===== src/hw/rrs_pkg.sv =====
package rrs_pkg;

  // Instruction word is 14 bits wide
  localparam int unsigned INSN_W = 14;
  localparam int unsigned PC_W = 13;
  localparam int unsigned STACK_DEPTH = 8;
  localparam int unsigned STACK_PTR_W = 3;

  // Fixed opcodes
  localparam logic [13:0] OP_RETURN = 14'h0008;
  localparam logic [13:0] OP_SLEEP = 14'h0063;
  // Opcode masks and matches for operand-carrying forms
  localparam logic [13:0] MASK_RETLIT = 14'h3C00;
  localparam logic [13:0] MATCH_RETLIT = 14'h3400;
  localparam logic [13:0] MASK_ROTR = 14'h3F00;
  localparam logic [13:0] MATCH_ROTR = 14'h0C00;
  localparam logic [13:0] MASK_LITSUB = 14'h3E00;
  localparam logic [13:0] MATCH_LITSUB = 14'h3C00;
  localparam logic [13:0] MASK_LITXOR = 14'h3F00;
  localparam logic [13:0] MATCH_LITXOR = 14'h3A00;

  // Field positions
  localparam int unsigned DEST_BIT = 7;
  localparam int unsigned NIBBLE_W = 4;

  // Watchdog clear values
  localparam logic [7:0] WDOG_CLEAR = 8'h00;

  // Reset values of the held status and the accumulator
  localparam logic RST_CARRY = 1'b0;
  localparam logic RST_HALF = 1'b0;
  localparam logic RST_ZERO = 1'b0;
  localparam logic RST_EXPIRY = 1'b1;
  localparam logic RST_PDOWN = 1'b1;
  localparam logic [7:0] RST_ACC = 8'h00;

  // Returns take two cycles
  localparam int unsigned RET_CYCLES = 2;

  // Status flag group
  typedef struct packed {
    logic carry;
    logic halfCarry;
    logic zero;
    logic expiry;
    logic powerdown;
  } rrs_status_t;

  // Register file write request
  typedef struct packed {
    logic en;
    logic [6:0] addr;
    logic [7:0] data;
  } rrs_fwrite_t;

  typedef enum logic [1:0] {
    ST_RUN,
    ST_FLUSH,
    ST_HALT
  } rrs_state_t;

endpackage


===== src/hw/rrs_core.sv =====
module rrs_core
  import rrs_pkg::*;
(
  // Clock and reset
  input wire logic clk,
  input wire logic rst_n,
  // Instruction in
  input wire logic insnValid,
  input wire logic [INSN_W-1:0] insn,
  input wire logic [PC_W-1:0] pcPlusOne,
  // Call push from the rest of the core
  input wire logic callPush,
  // Register file read of the addressed location
  input wire logic [7:0] fileData,
  // Wake event from outside
  input wire logic wake,
  // Results
  output logic [7:0] acc,
  output rrs_status_t status,
  output rrs_fwrite_t fileWrite,
  output logic pcLoad,
  output logic [PC_W-1:0] pcValue,
  output logic wdogClear,
  output logic oscStop,
  output logic insnReady
);

  ////////////////////////////////////////////////////////////////////////////
  // Decode
  function automatic logic opMatch(input logic [13:0] w, input logic [13:0] m,
                                   input logic [13:0] v);
    return (w & m) == v;
  endfunction

  rrs_state_t state;
  rrs_state_t next_state;
  wire logic take = insnValid && insnReady;
  wire logic isRetLit = take && opMatch(insn, MASK_RETLIT, MATCH_RETLIT);
  wire logic isReturn = take && (insn == OP_RETURN);
  wire logic isRotr = take && opMatch(insn, MASK_ROTR, MATCH_ROTR);
  wire logic isSleep = take && (insn == OP_SLEEP);
  wire logic isLitSub = take && opMatch(insn, MASK_LITSUB, MATCH_LITSUB);
  wire logic isLitXor = take && opMatch(insn, MASK_LITXOR, MATCH_LITXOR);
  wire logic [7:0] lit = insn[7:0];
  wire logic destFile = insn[DEST_BIT];
  wire logic anyReturn = isRetLit || isReturn;

  ////////////////////////////////////////////////////////////////////////////
  // Datapaths
  // Rotate: old carry into bit 7, bit 0 out to carry
  wire logic [7:0] rotResult = {status.carry, fileData[7:1]};
  wire logic rotCarry = fileData[0];
  // Subtract by adding the complement plus one; carry out means no borrow
  wire logic [8:0] subSum = {1'b0, lit} + {1'b0, ~acc} + 9'h001;
  wire logic [4:0] subLow = {1'b0, lit[3:0]} + {1'b0, ~acc[3:0]} + 5'h01;
  wire logic [7:0] xorResult = acc ^ lit;

  // Stack head, held in a small memory of its own
  logic [PC_W-1:0] stackHead;
  rrs_stack_mem rrs_stack_mem_i (
    .clk(clk),
    .rst_n(rst_n),
    .push(callPush),
    .pop(anyReturn),
    .pushData(pcPlusOne),
    .stackHead(stackHead)
  );

  ////////////////////////////////////////////////////////////////////////////
  // Sequencer: flush cycle after returns, halt after sleep
  always_comb begin
    next_state = state;
    case (state)
      ST_RUN: begin
        if (isSleep) begin
          next_state = ST_HALT;
        end else if (anyReturn) begin
          next_state = ST_FLUSH;
        end
      end
      ST_FLUSH: next_state = ST_RUN;
      ST_HALT: begin
        if (wake) begin
          next_state = ST_RUN;
        end
      end
      default: next_state = ST_RUN;
    endcase
  end

  assign insnReady = (state == ST_RUN);
  assign oscStop = (state == ST_HALT);

  always_ff @(posedge clk or negedge rst_n) begin
    if (!rst_n) begin
      state <= ST_RUN;
    end else begin
      state <= next_state;
    end
  end

  ////////////////////////////////////////////////////////////////////////////
  // Accumulator
  logic [7:0] next_acc;
  always_comb begin
    next_acc = acc;
    if (isRetLit) begin
      next_acc = lit;
    end else if (isRotr && !destFile) begin
      next_acc = rotResult;
    end else if (isLitSub) begin
      next_acc = subSum[7:0];
    end else if (isLitXor) begin
      next_acc = xorResult;
    end
  end

  always_ff @(posedge clk or negedge rst_n) begin
    if (!rst_n) begin
      acc <= RST_ACC;
    end else begin
      acc <= next_acc;
    end
  end

  ////////////////////////////////////////////////////////////////////////////
  // Status flags; returns leave them alone
  rrs_status_t next_status;
  always_comb begin
    next_status = status;
    if (isRotr) begin
      next_status.carry = rotCarry;
    end
    if (isLitSub) begin
      next_status.carry = subSum[8];
      next_status.halfCarry = subLow[NIBBLE_W];
      next_status.zero = (subSum[7:0] == 8'h00);
    end
    if (isLitXor) begin
      next_status.zero = (xorResult == 8'h00);
    end
    if (isSleep) begin
      next_status.powerdown = 1'b0;
      next_status.expiry = 1'b1;
    end
  end

  always_ff @(posedge clk or negedge rst_n) begin
    if (!rst_n) begin
      status <= '{RST_CARRY, RST_HALF, RST_ZERO, RST_EXPIRY, RST_PDOWN};
    end else begin
      status <= next_status;
    end
  end

  ////////////////////////////////////////////////////////////////////////////
  // Registered side outputs
  always_ff @(posedge clk or negedge rst_n) begin
    if (!rst_n) begin
      fileWrite <= '0;
      pcLoad <= 1'b0;
      pcValue <= '0;
      wdogClear <= 1'b0;
    end else begin
      fileWrite <= '{isRotr && destFile, insn[6:0], rotResult};
      pcLoad <= anyReturn;
      pcValue <= anyReturn ? stackHead : pcValue;
      wdogClear <= isSleep;
    end
  end
endmodule


===== src/hw/rrs_stack_mem.sv =====
module rrs_stack_mem
  import rrs_pkg::*;
(
  // Clock and reset
  input wire logic clk,
  input wire logic rst_n,
  // Push and pop
  input wire logic push,
  input wire logic pop,
  input wire logic [PC_W-1:0] pushData,
  // Registered head of stack
  output logic [PC_W-1:0] stackHead
);

  // Circular storage, no overflow detection as on the real stack
  logic [PC_W-1:0] mem [STACK_DEPTH];
  logic [STACK_PTR_W-1:0] ptr;
  wire [STACK_PTR_W-1:0] next_ptr = push ? ptr + 3'h1 : (pop ? ptr - 3'h1 : ptr);
  wire [STACK_PTR_W-1:0] headIdx = next_ptr - 3'h1;

  ////////////////////////////////////////////////////////////////////////////
  // Pointer
  always_ff @(posedge clk or negedge rst_n) begin
    if (!rst_n) begin
      ptr <= '0;
    end else begin
      ptr <= next_ptr;
    end
  end

  // Storage, no reset needed
  always_ff @(posedge clk) begin
    if (push) begin
      mem[ptr] <= pushData;
    end
  end

  // Registered head; a push the same cycle is forwarded
  always_ff @(posedge clk or negedge rst_n) begin
    if (!rst_n) begin
      stackHead <= '0;
    end else if (push) begin
      stackHead <= pushData;
    end else begin
      stackHead <= mem[headIdx];
    end
  end

endmodule


===== config.mk =====
export PLATFORM = sky130hd
export DESIGN_NAME = rrs_core
export DESIGN_NICKNAME = d
export VERILOG_FILES = /design/src/hw/rrs_pkg.sv /design/src/hw/rrs_core.sv /design/src/hw/rrs_stack_mem.sv
export SDC_FILE = /design/constraint.sdc
export NUM_CORES = 1
export LEC_CHECK = 0
export CORE_MARGIN = 2
export CORE_UTILIZATION = 40
export DETAILED_ROUTE_END_ITERATION = 12
export DONT_BUFFER_PORTS = 1
export GPL_TIMING_DRIVEN = 0
export PLACE_DENSITY = 0.6
export SKIP_LAST_GASP = 1
export SLEW_MARGIN = 10
export SYNTH_ARGS = -nofsm -noshare
export SYNTH_HDL_FRONTEND = slang
export SYNTH_SLANG_ARGS = --single-unit

===== constraint.sdc =====
create_clock -name clk -period 4.76 [get_ports clk]
set_clock_uncertainty 0.05 [all_clocks]
set_input_delay 1.428 -clock clk [delete_from_list [all_inputs] [get_ports clk]]
set_output_delay 1.428 -clock clk [all_outputs]
set_load 0.02 [all_outputs]

==> impl_results.md, run 1 <==
* Diode count at 0
* Hold_buf cts at 0
* Crit path max fanout at 10
* GRT Total Usage at between 10% and 20%
* Port bufs at 0
* Post-layout util at 46.53%
* Hold Slack at 0.3955 ns
* Post-Syn Area at 6950 µm²
* Final Hold Viols at 0
* CTS clk-pin slew, worst paths at 0.07 ns
* CP max stage delay at 0.55 ns
* Biggest area consumer among synthesized cells: edfxtp_1
* Slew Viols, Final at 0
* Logic gate share of total power at 35.2%
* DRT Wirelength at around 15 mm
* Clock power frac at 26.8%
* DRC Markers at 0
* Number of I/O pins at 86
* Die X at roughly 140 µm
* Crit-path cells: or4_4 -> nor2_4 -> a41o_4 -> nor2_4 -> xnor2_4 -> buf_6 -> inv_2 -> ha_1 -> xnor2_1 -> nor3_4 -> nor2_2 -> buf_4 -> a22oi_1 -> nand2_1
* Share of cells above drive strength 1 at roughly 18%
* Fmax at approximately 0.22 GHz
* Synth top area cells: edfxtp_1, dfrtp_1, mux4_1
* Nets at 546
* P_int at 3520 µW
* Psw at 1902 µW
* Clk root buf: clkbuf_16
* H-tree depth at 4
* Dpl hpwl at 10.01 mm
* GPL Wtd Cong at roughly 0.85
* Global-route wire length before repair at 23.09 mm
* Clock Latency Late Sink at 0.42 ns
* Bufs on Longest Clock Path at 2
* Hold WC Path Type: flop to flop
* Worst path buffer plus inverter count at 3
* Antenna viol nets, final at 0
* Crit-path slowest cell: or4_4
* CP Capture Type: flop
* Synthesized instance count at 467
* Vias in the first global route at 4064
* Unrepaired setup endpoints after global routing: no
* Die ar. at 18450 µm²
* Clock Sinks at 165
* Routed via count at 4004
* Worst Tran Pin Value at 0.9000 ns
* Crit-path leading delay family: simple AND/OR/NAND/NOR gates
* Drt pass-1 iters at 4
* Most used cell, CP: nor2_4
* Top-area cell type share of the netlist area at 44.93%
* Largest net degree at the start of global routing at 62
* Number of synthesized flops with an enable pin at 104
* Final min period at around 4.5 ns
* Routed len/inst at 20.10 µm
* Sw Share at between 30% and 40%
* Initial core utilization at 40.61%
* Primary FF master, synth: edfxtp_1
* Rows at 48
* Leak at around 0.0030 µW
* Crit Path Category: input port to flop
* Remaining Overflow, GRT at 0
* Slew headroom at 39.94%
* Vias per cell at approximately 5.5
* Final setup violating endpoints at 0
* #FFs+latches synth at 165
* Unique masters post-synth at 61
* Synth async-reset ratio at 36.97%
* Post-route setup TNS at 0 ns
* Crit share post-route at 94.46%
* Crit path launch type: input port
* Seq pwr share at 37.9%
* Initial antenna violation count at 0
* Syn avg cell area at 14.88 µm²
* Max cap viols at 0
* Core area at 17120 µm²
* Outcome: finished, final reports clean
* Area Growth Syn to Fin at 14.58%
* Sequential share of the synthesized area at roughly 67%
* CP arrival at around 4.7 ns
* Mapped Nets at roughly 520
* CTS Buf Count at 17
* Req. time, crit path at 5.01 ns
* Drt initial violations at 368
* Peak supply drop at 0.3493 mV
* Chip height at 135.8 µm
* Synth Warn # at 0
* Pwr Density at 680.7 nW/µm²
* TritonCTS clock tree: done
-- placed cells by master (no fill, tap or decap), types with 3 or more instances in the layout --
master     Yosys  layout
inv_6          0       6
ha_1          11      11
o311ai_0       3       3
a21oi_1       12      12
o21ai_1        4       4
nor2_1        28      22
edfxtp_1     104     104
nand4_1        4       4
clkbuf_2       0       3
nor2_2         1       7
mux4_2        13      13
clkbuf_16      0      17
nor2_4         3       3
a22oi_1        9       9
xnor2_1        5       5
nor2b_1        5       5
xor2_1         3       3
a22oi_2        6       6
inv_1         19      19
inv_8          0       4
nor3_1         8       6
buf_6          2       3
buf_4          2      10
bufinv_16      0       3
mux4_1        13      13
nand2_1       81      81
clkbuf_1      10       6
dfrtp_1       60      60
nand3_1        7       7
o21ai_0        7       7
nand2b_1       3       3
-- Yosys cell counts (3+ instances only) --
cell      instances
nand2_1          81
nand2b_1          3
o311ai_0          3
ha_1             11
nor2_1           28
a21oi_1          12
o21ai_1           4
mux4_2           13
dfrtp_1          60
nor3_1            8
mux4_1           13
xor2_1            3
o21ai_0           7
inv_1            19
xnor2_1           5
nor2_4            3
edfxtp_1        104
nand3_1           7
a22oi_2           6
a22oi_1           9
clkbuf_1         10
nor2b_1           5
nand4_1           4
-- what timing repair did --
item	CTS	global route
resized for setup	3	1
buffers inserted	0	7
pin swaps	0	1
endpoints found under the setup margin	13	11
hold endpoints to repair	0	0
-- stage by stage --
| step | setup slack [ns] | area [µm²] | cells | total power [µW] |
|---|---|---|---|---|
| floorplan | 0.1447 | 6950 | 467 | 3433 |
| global placement | -0.6780 | 7232 | 692 | 3890 |
| detailed placement | -0.7789 | 7276 | 694 | 3960 |
| CTS | 0.05907 | 7905 | 725 | 5420 |
| global route | 0.03639 | 7964 | 732 | 5713 |
| finish | 0.2639 | 7964 | 732 | 5421 |
-- registers in the layout, indices dropped and copies added (netlist names) --
register	flops
acc	8
fileWrite	16
pcLoad	1
pcValue	13
rrs_stack_mem_i.mem	104
rrs_stack_mem_i.ptr	3
rrs_stack_mem_i.stackHead	13
state	2
status	4
wdogClear	1
-- worst reg2reg max path, delay by kind of cell, from the launching register on --
family | cells | cell delay (ns)
and+or+nand+nor | 6 | 1.39
adders and majority gates | 1 | 0.54
buffers and inverters | 3 | 0.51
xor gates and xnor gates | 2 | 0.50
DFF | 1 | 0.43
AOI/OAI and AO/OA | 2 | 0.36
-- layout make-up --
type	instances	area, µm²
buffer	15	93.84
multi-input combinational	266	2162
sequential	165	4651
fill	1532	9153
timing repair buffer	9	71.32
tap	225	281.5
inverter	20	75.07
clock inverter	15	203.9
clock buffer	17	425.4
-- power by group through the flow --
stage	clock (µW)	sequential (µW)	combinational, µW
CTS	1480	2060	1880
global route	1540	2080	2090
detailed placement	0	2090	1870
global placement	0	2080	1810
finish	1460	2060	1910
floorplan	0	2040	1390
-- logic make-up (layout without fill, tap and decap cells) --
| group | Yosys count | after routing | synth area share (%) |
|---|---|---|---|
| AOI/OAI and AO/OA | 60 | 60 | 6.553 |
| xor gates and xnor gates | 10 | 10 | 1.638 |
| adders and majority gates | 12 | 12 | 2.268 |
| buffers and inverters | 36 | 76 | 2.430 |
| DFF | 165 | 165 | 66.91 |
| muxes | 28 | 28 | 9.415 |
| other | 1 | 1 | 0.05395 |
| and+or+nand+nor | 155 | 155 | 10.73 |
-- routing by layer --
| metal | wire [µm] | vias up | global-route usage, % |
|---|---|---|---|
| li1 | - | 1798 | - |
| met1 | 6123 | 2045 | 21.53 |
| met2 | 7136 | 143 | 27.78 |
| met3 | 1204 | 18 | 5.145 |
| met4 | 250 | 0 | 6.134 |
| met5 | 0 | - | 0 |
-- final timing paths --
path / from / end / slack, ns / cells after the start
max in group asynchronous: rst_n / status[0]$_DFFE_PN1P_ / 3.83 / 0
hold / removal: rrs_stack_mem_i.stackHead[1]$_DFF_PN0_ / pcValue[1]$_DFFE_PN0N_ / 0.40 / 2
setup reg to reg: state[1]$_DFFE_PN0P_ / rrs_stack_mem_i.stackHead[11]$_DFF_PN0_ / 0.86 / 14
setup / recovery: insn[2] / rrs_stack_mem_i.stackHead[11]$_DFF_PN0_ / 0.26 / 14
min in group asynchronous: rst_n / fileWrite[5]$_DFF_PN0_ / 0.65 / 0
hold reg to reg: rrs_stack_mem_i.stackHead[1]$_DFF_PN0_ / pcValue[1]$_DFFE_PN0N_ / 0.40 / 2
(Power assumes the default switching activity.)
==> run 2, diff against run 1 <==
- PLACE_DENSITY: 0.6 -> not set
- PLACE_DENSITY_LB_ADDON: not set -> 0.2
==> run 2 against run 1 <==
  * Worst hold slack got worse by 0.0015 ns
  * Setup slack gained 0.20 ns
  * Flip-flop and latch count is the same
  * Largest cell class unchanged
==> impl_results.md, run 2 (synthesis gave the netlist of run 1 again) <==
* Leak at around 0.0030 µW
* Core area at roughly 17000 µm²
* Post-layout util at 46.43%
* Peak supply drop at around 0.36 mV
* Post-route cell area at 7948 µm²
* Rows at 48
* CTS clk-pin slew, worst paths at around 0.070 ns
* DRC Markers at 0
* Max cap viols at 0
* Drt pass-1 iters at 5
* Number of I/O pins at 86
* Routed len/inst at 20.69 µm
* Final min period at around 4.3 ns
* Unrepaired setup endpoints after global routing: no
* Dpl hpwl at roughly 10 mm
* Vias per cell at around 5.4
* Drt initial violations at around 240
* Fillers at 1508
* DRT Wirelength at 15.11 mm
* Bufs on Longest Clock Path at 2
* Commonest non-fill, non-tap cell in the layout: edfxtp_1
* Max reg flops at 104
* Final WS setup at 0.4601 ns
* TritonCTS clock tree: done
* Remaining Overflow, GRT at 0
* Final setup violating endpoints at 0
* Outcome: finished, final reports clean
* Post-layout total power at 5275 µW
* Antenna viol nets, final at 0
* Slew headroom at about two fifths
* Vias in the first global route at between 4000 and 5000
* Routed via count at roughly 4000
* Req. time, crit path at 5.03 ns
* Crit path launch type: input port
* Clk root buf: clkbuf_16
* Worst Tran Pin Value at between 0.8 and 0.9 ns
* Initial core utilization at 40.61%
* Largest net degree at the start of global routing at 62
* CP arrival at 4.57 ns
* Port bufs at 0
* Hold WC Path Type: flop to flop
* Top Registers: rrs_stack_mem_i.mem x104, fileWrite x16
* Pwr Density at 663.7 nW/µm²
* Hold_buf cts at 0
* Final Hold Viols at 0
* Slew Viols, Final at 0
* Area Growth Syn to Fin at 14.35%
* Commonest non-fill, non-tap cells in the layout: edfxtp_1, nand2_1, dfrtp_1
* CTS Buf Count at 17
* Clock Latency Late Sink at between 0.4 and 0.5 ns
* Fmax at around 0.23 GHz
* Share of cells above drive strength 1 at between 10% and 20%
* GRT Total Usage at 17.35%
* Clock Sinks at 165
* Nets at between 500 and 600
* CP Capture Type: flop
* Global-route wire length before repair at 23.47 mm
* Die ar. at between 15000 and 20000 µm²
* Crit Path Category: input port to flop
* Initial antenna violation count at 0
* H-tree depth at 4
* Die X at 135.8 µm
* Post-placement cell area at 7317 µm²
* Crit share post-route at approximately nine tenths
* Place WS at -0.7636 ns
* Most flop-heavy register: rrs_stack_mem_i.mem
* Crit path max fanout at 10
* Chip height at 135.8 µm
* GPL Wtd Cong at 0.8210
* Post-route setup TNS at 0 ns
* Diode count at 0
==> run 2: cell count changes in the layout (fill, tap and decap cells not counted), sizes merged <==
| cell | before | now |
|---|---|---|
| buf | 15 | 13 |
| clkinv | 1 | 8 |
| clkinvlp | 1 | 0 |
| bufinv | 3 | 0 |
| inv | 30 | 27 |
==> run 2: layout make-up <==
class	count	area [µm²]	area share, %
well taps	225	281.5	3.542
multi-input cells	266	2162	27.20
clock buffers	17	425.4	5.353
plain buffers	15	93.84	1.181
repair buffers	7	75.07	0.9446
clock inverters	15	183.9	2.314
inverters	20	75.07	0.9446
flip-flops and latches	165	4651	58.52
==> run 2: metal layers <==
| metal | vias up | wire [µm] | global-route usage, % |
|---|---|---|---|
| li1 | 1800 | - | - |
| met2 | 147 | 7435 | 28.56 |
| met1 | 2009 | 6386 | 22.05 |
| met3 | 21 | 1007 | 4.661 |
| met5 | - | 0 | 0 |
| met4 | 0 | 276 | 6.539 |
==> run 2: final timing paths <==
check / from / slack [ns] / cells past startpoint / to
worst max-delay path: insn[2] / 0.46 / 14 / rrs_stack_mem_i.stackHead[10]$_DFF_PN0_
worst min-delay path: rrs_stack_mem_i.stackHead[4]$_DFF_PN0_ / 0.39 / 2 / pcValue[4]$_DFFE_PN0N_
worst max register to register: state[1]$_DFFE_PN0P_ / 1.05 / 14 / rrs_stack_mem_i.stackHead[10]$_DFF_PN0_
worst min register to register: rrs_stack_mem_i.stackHead[4]$_DFF_PN0_ / 0.39 / 2 / pcValue[4]$_DFFE_PN0N_
max in group asynchronous: rst_n / 3.84 / 0 / status[0]$_DFFE_PN1P_
min in group asynchronous: rst_n / 0.63 / 0 / pcValue[10]$_DFFE_PN0N_
==> run 2: report_power, final <==
| group | leakage [µW] | total (µW) | switching, µW | internal, µW |
|---|---|---|---|---|
| sequential | 0.00169 | 2050 | 215 | 1830 |
| clock | 0.000295 | 1370 | 657 | 713 |
| combinational | 0.00104 | 1860 | 1040 | 821 |
==> run 2: what timing repair did <==
action	CTS	global route
resized for setup	3	1
pin swaps	0	1
buffers inserted	0	2
endpoints found under the setup margin	13	13
==> run 2: worst max-delay path, cell delays in order <==
cell and delay (ns):
or4_4 0.55, nor2_4 0.13, a41o_4 0.31, nor2_4 0.06
xnor2_4 0.19, buf_6 0.22, inv_2 0.04, ha_1 0.53
xnor2_1 0.16, nor3_4 0.32, nor2_2 0.12, buf_4 0.22
a22oi_1 0.17, nand2_1 0.10
==> run 2: metrics by stage <==
step                      instances  hold slack (ns)
after floorplan                 467           0.3716
after global placement          692           0.3833
after detailed placement        697           0.3822
after CTS                       728           0.3961
after global routing            730           0.4214
final                           730           0.3940
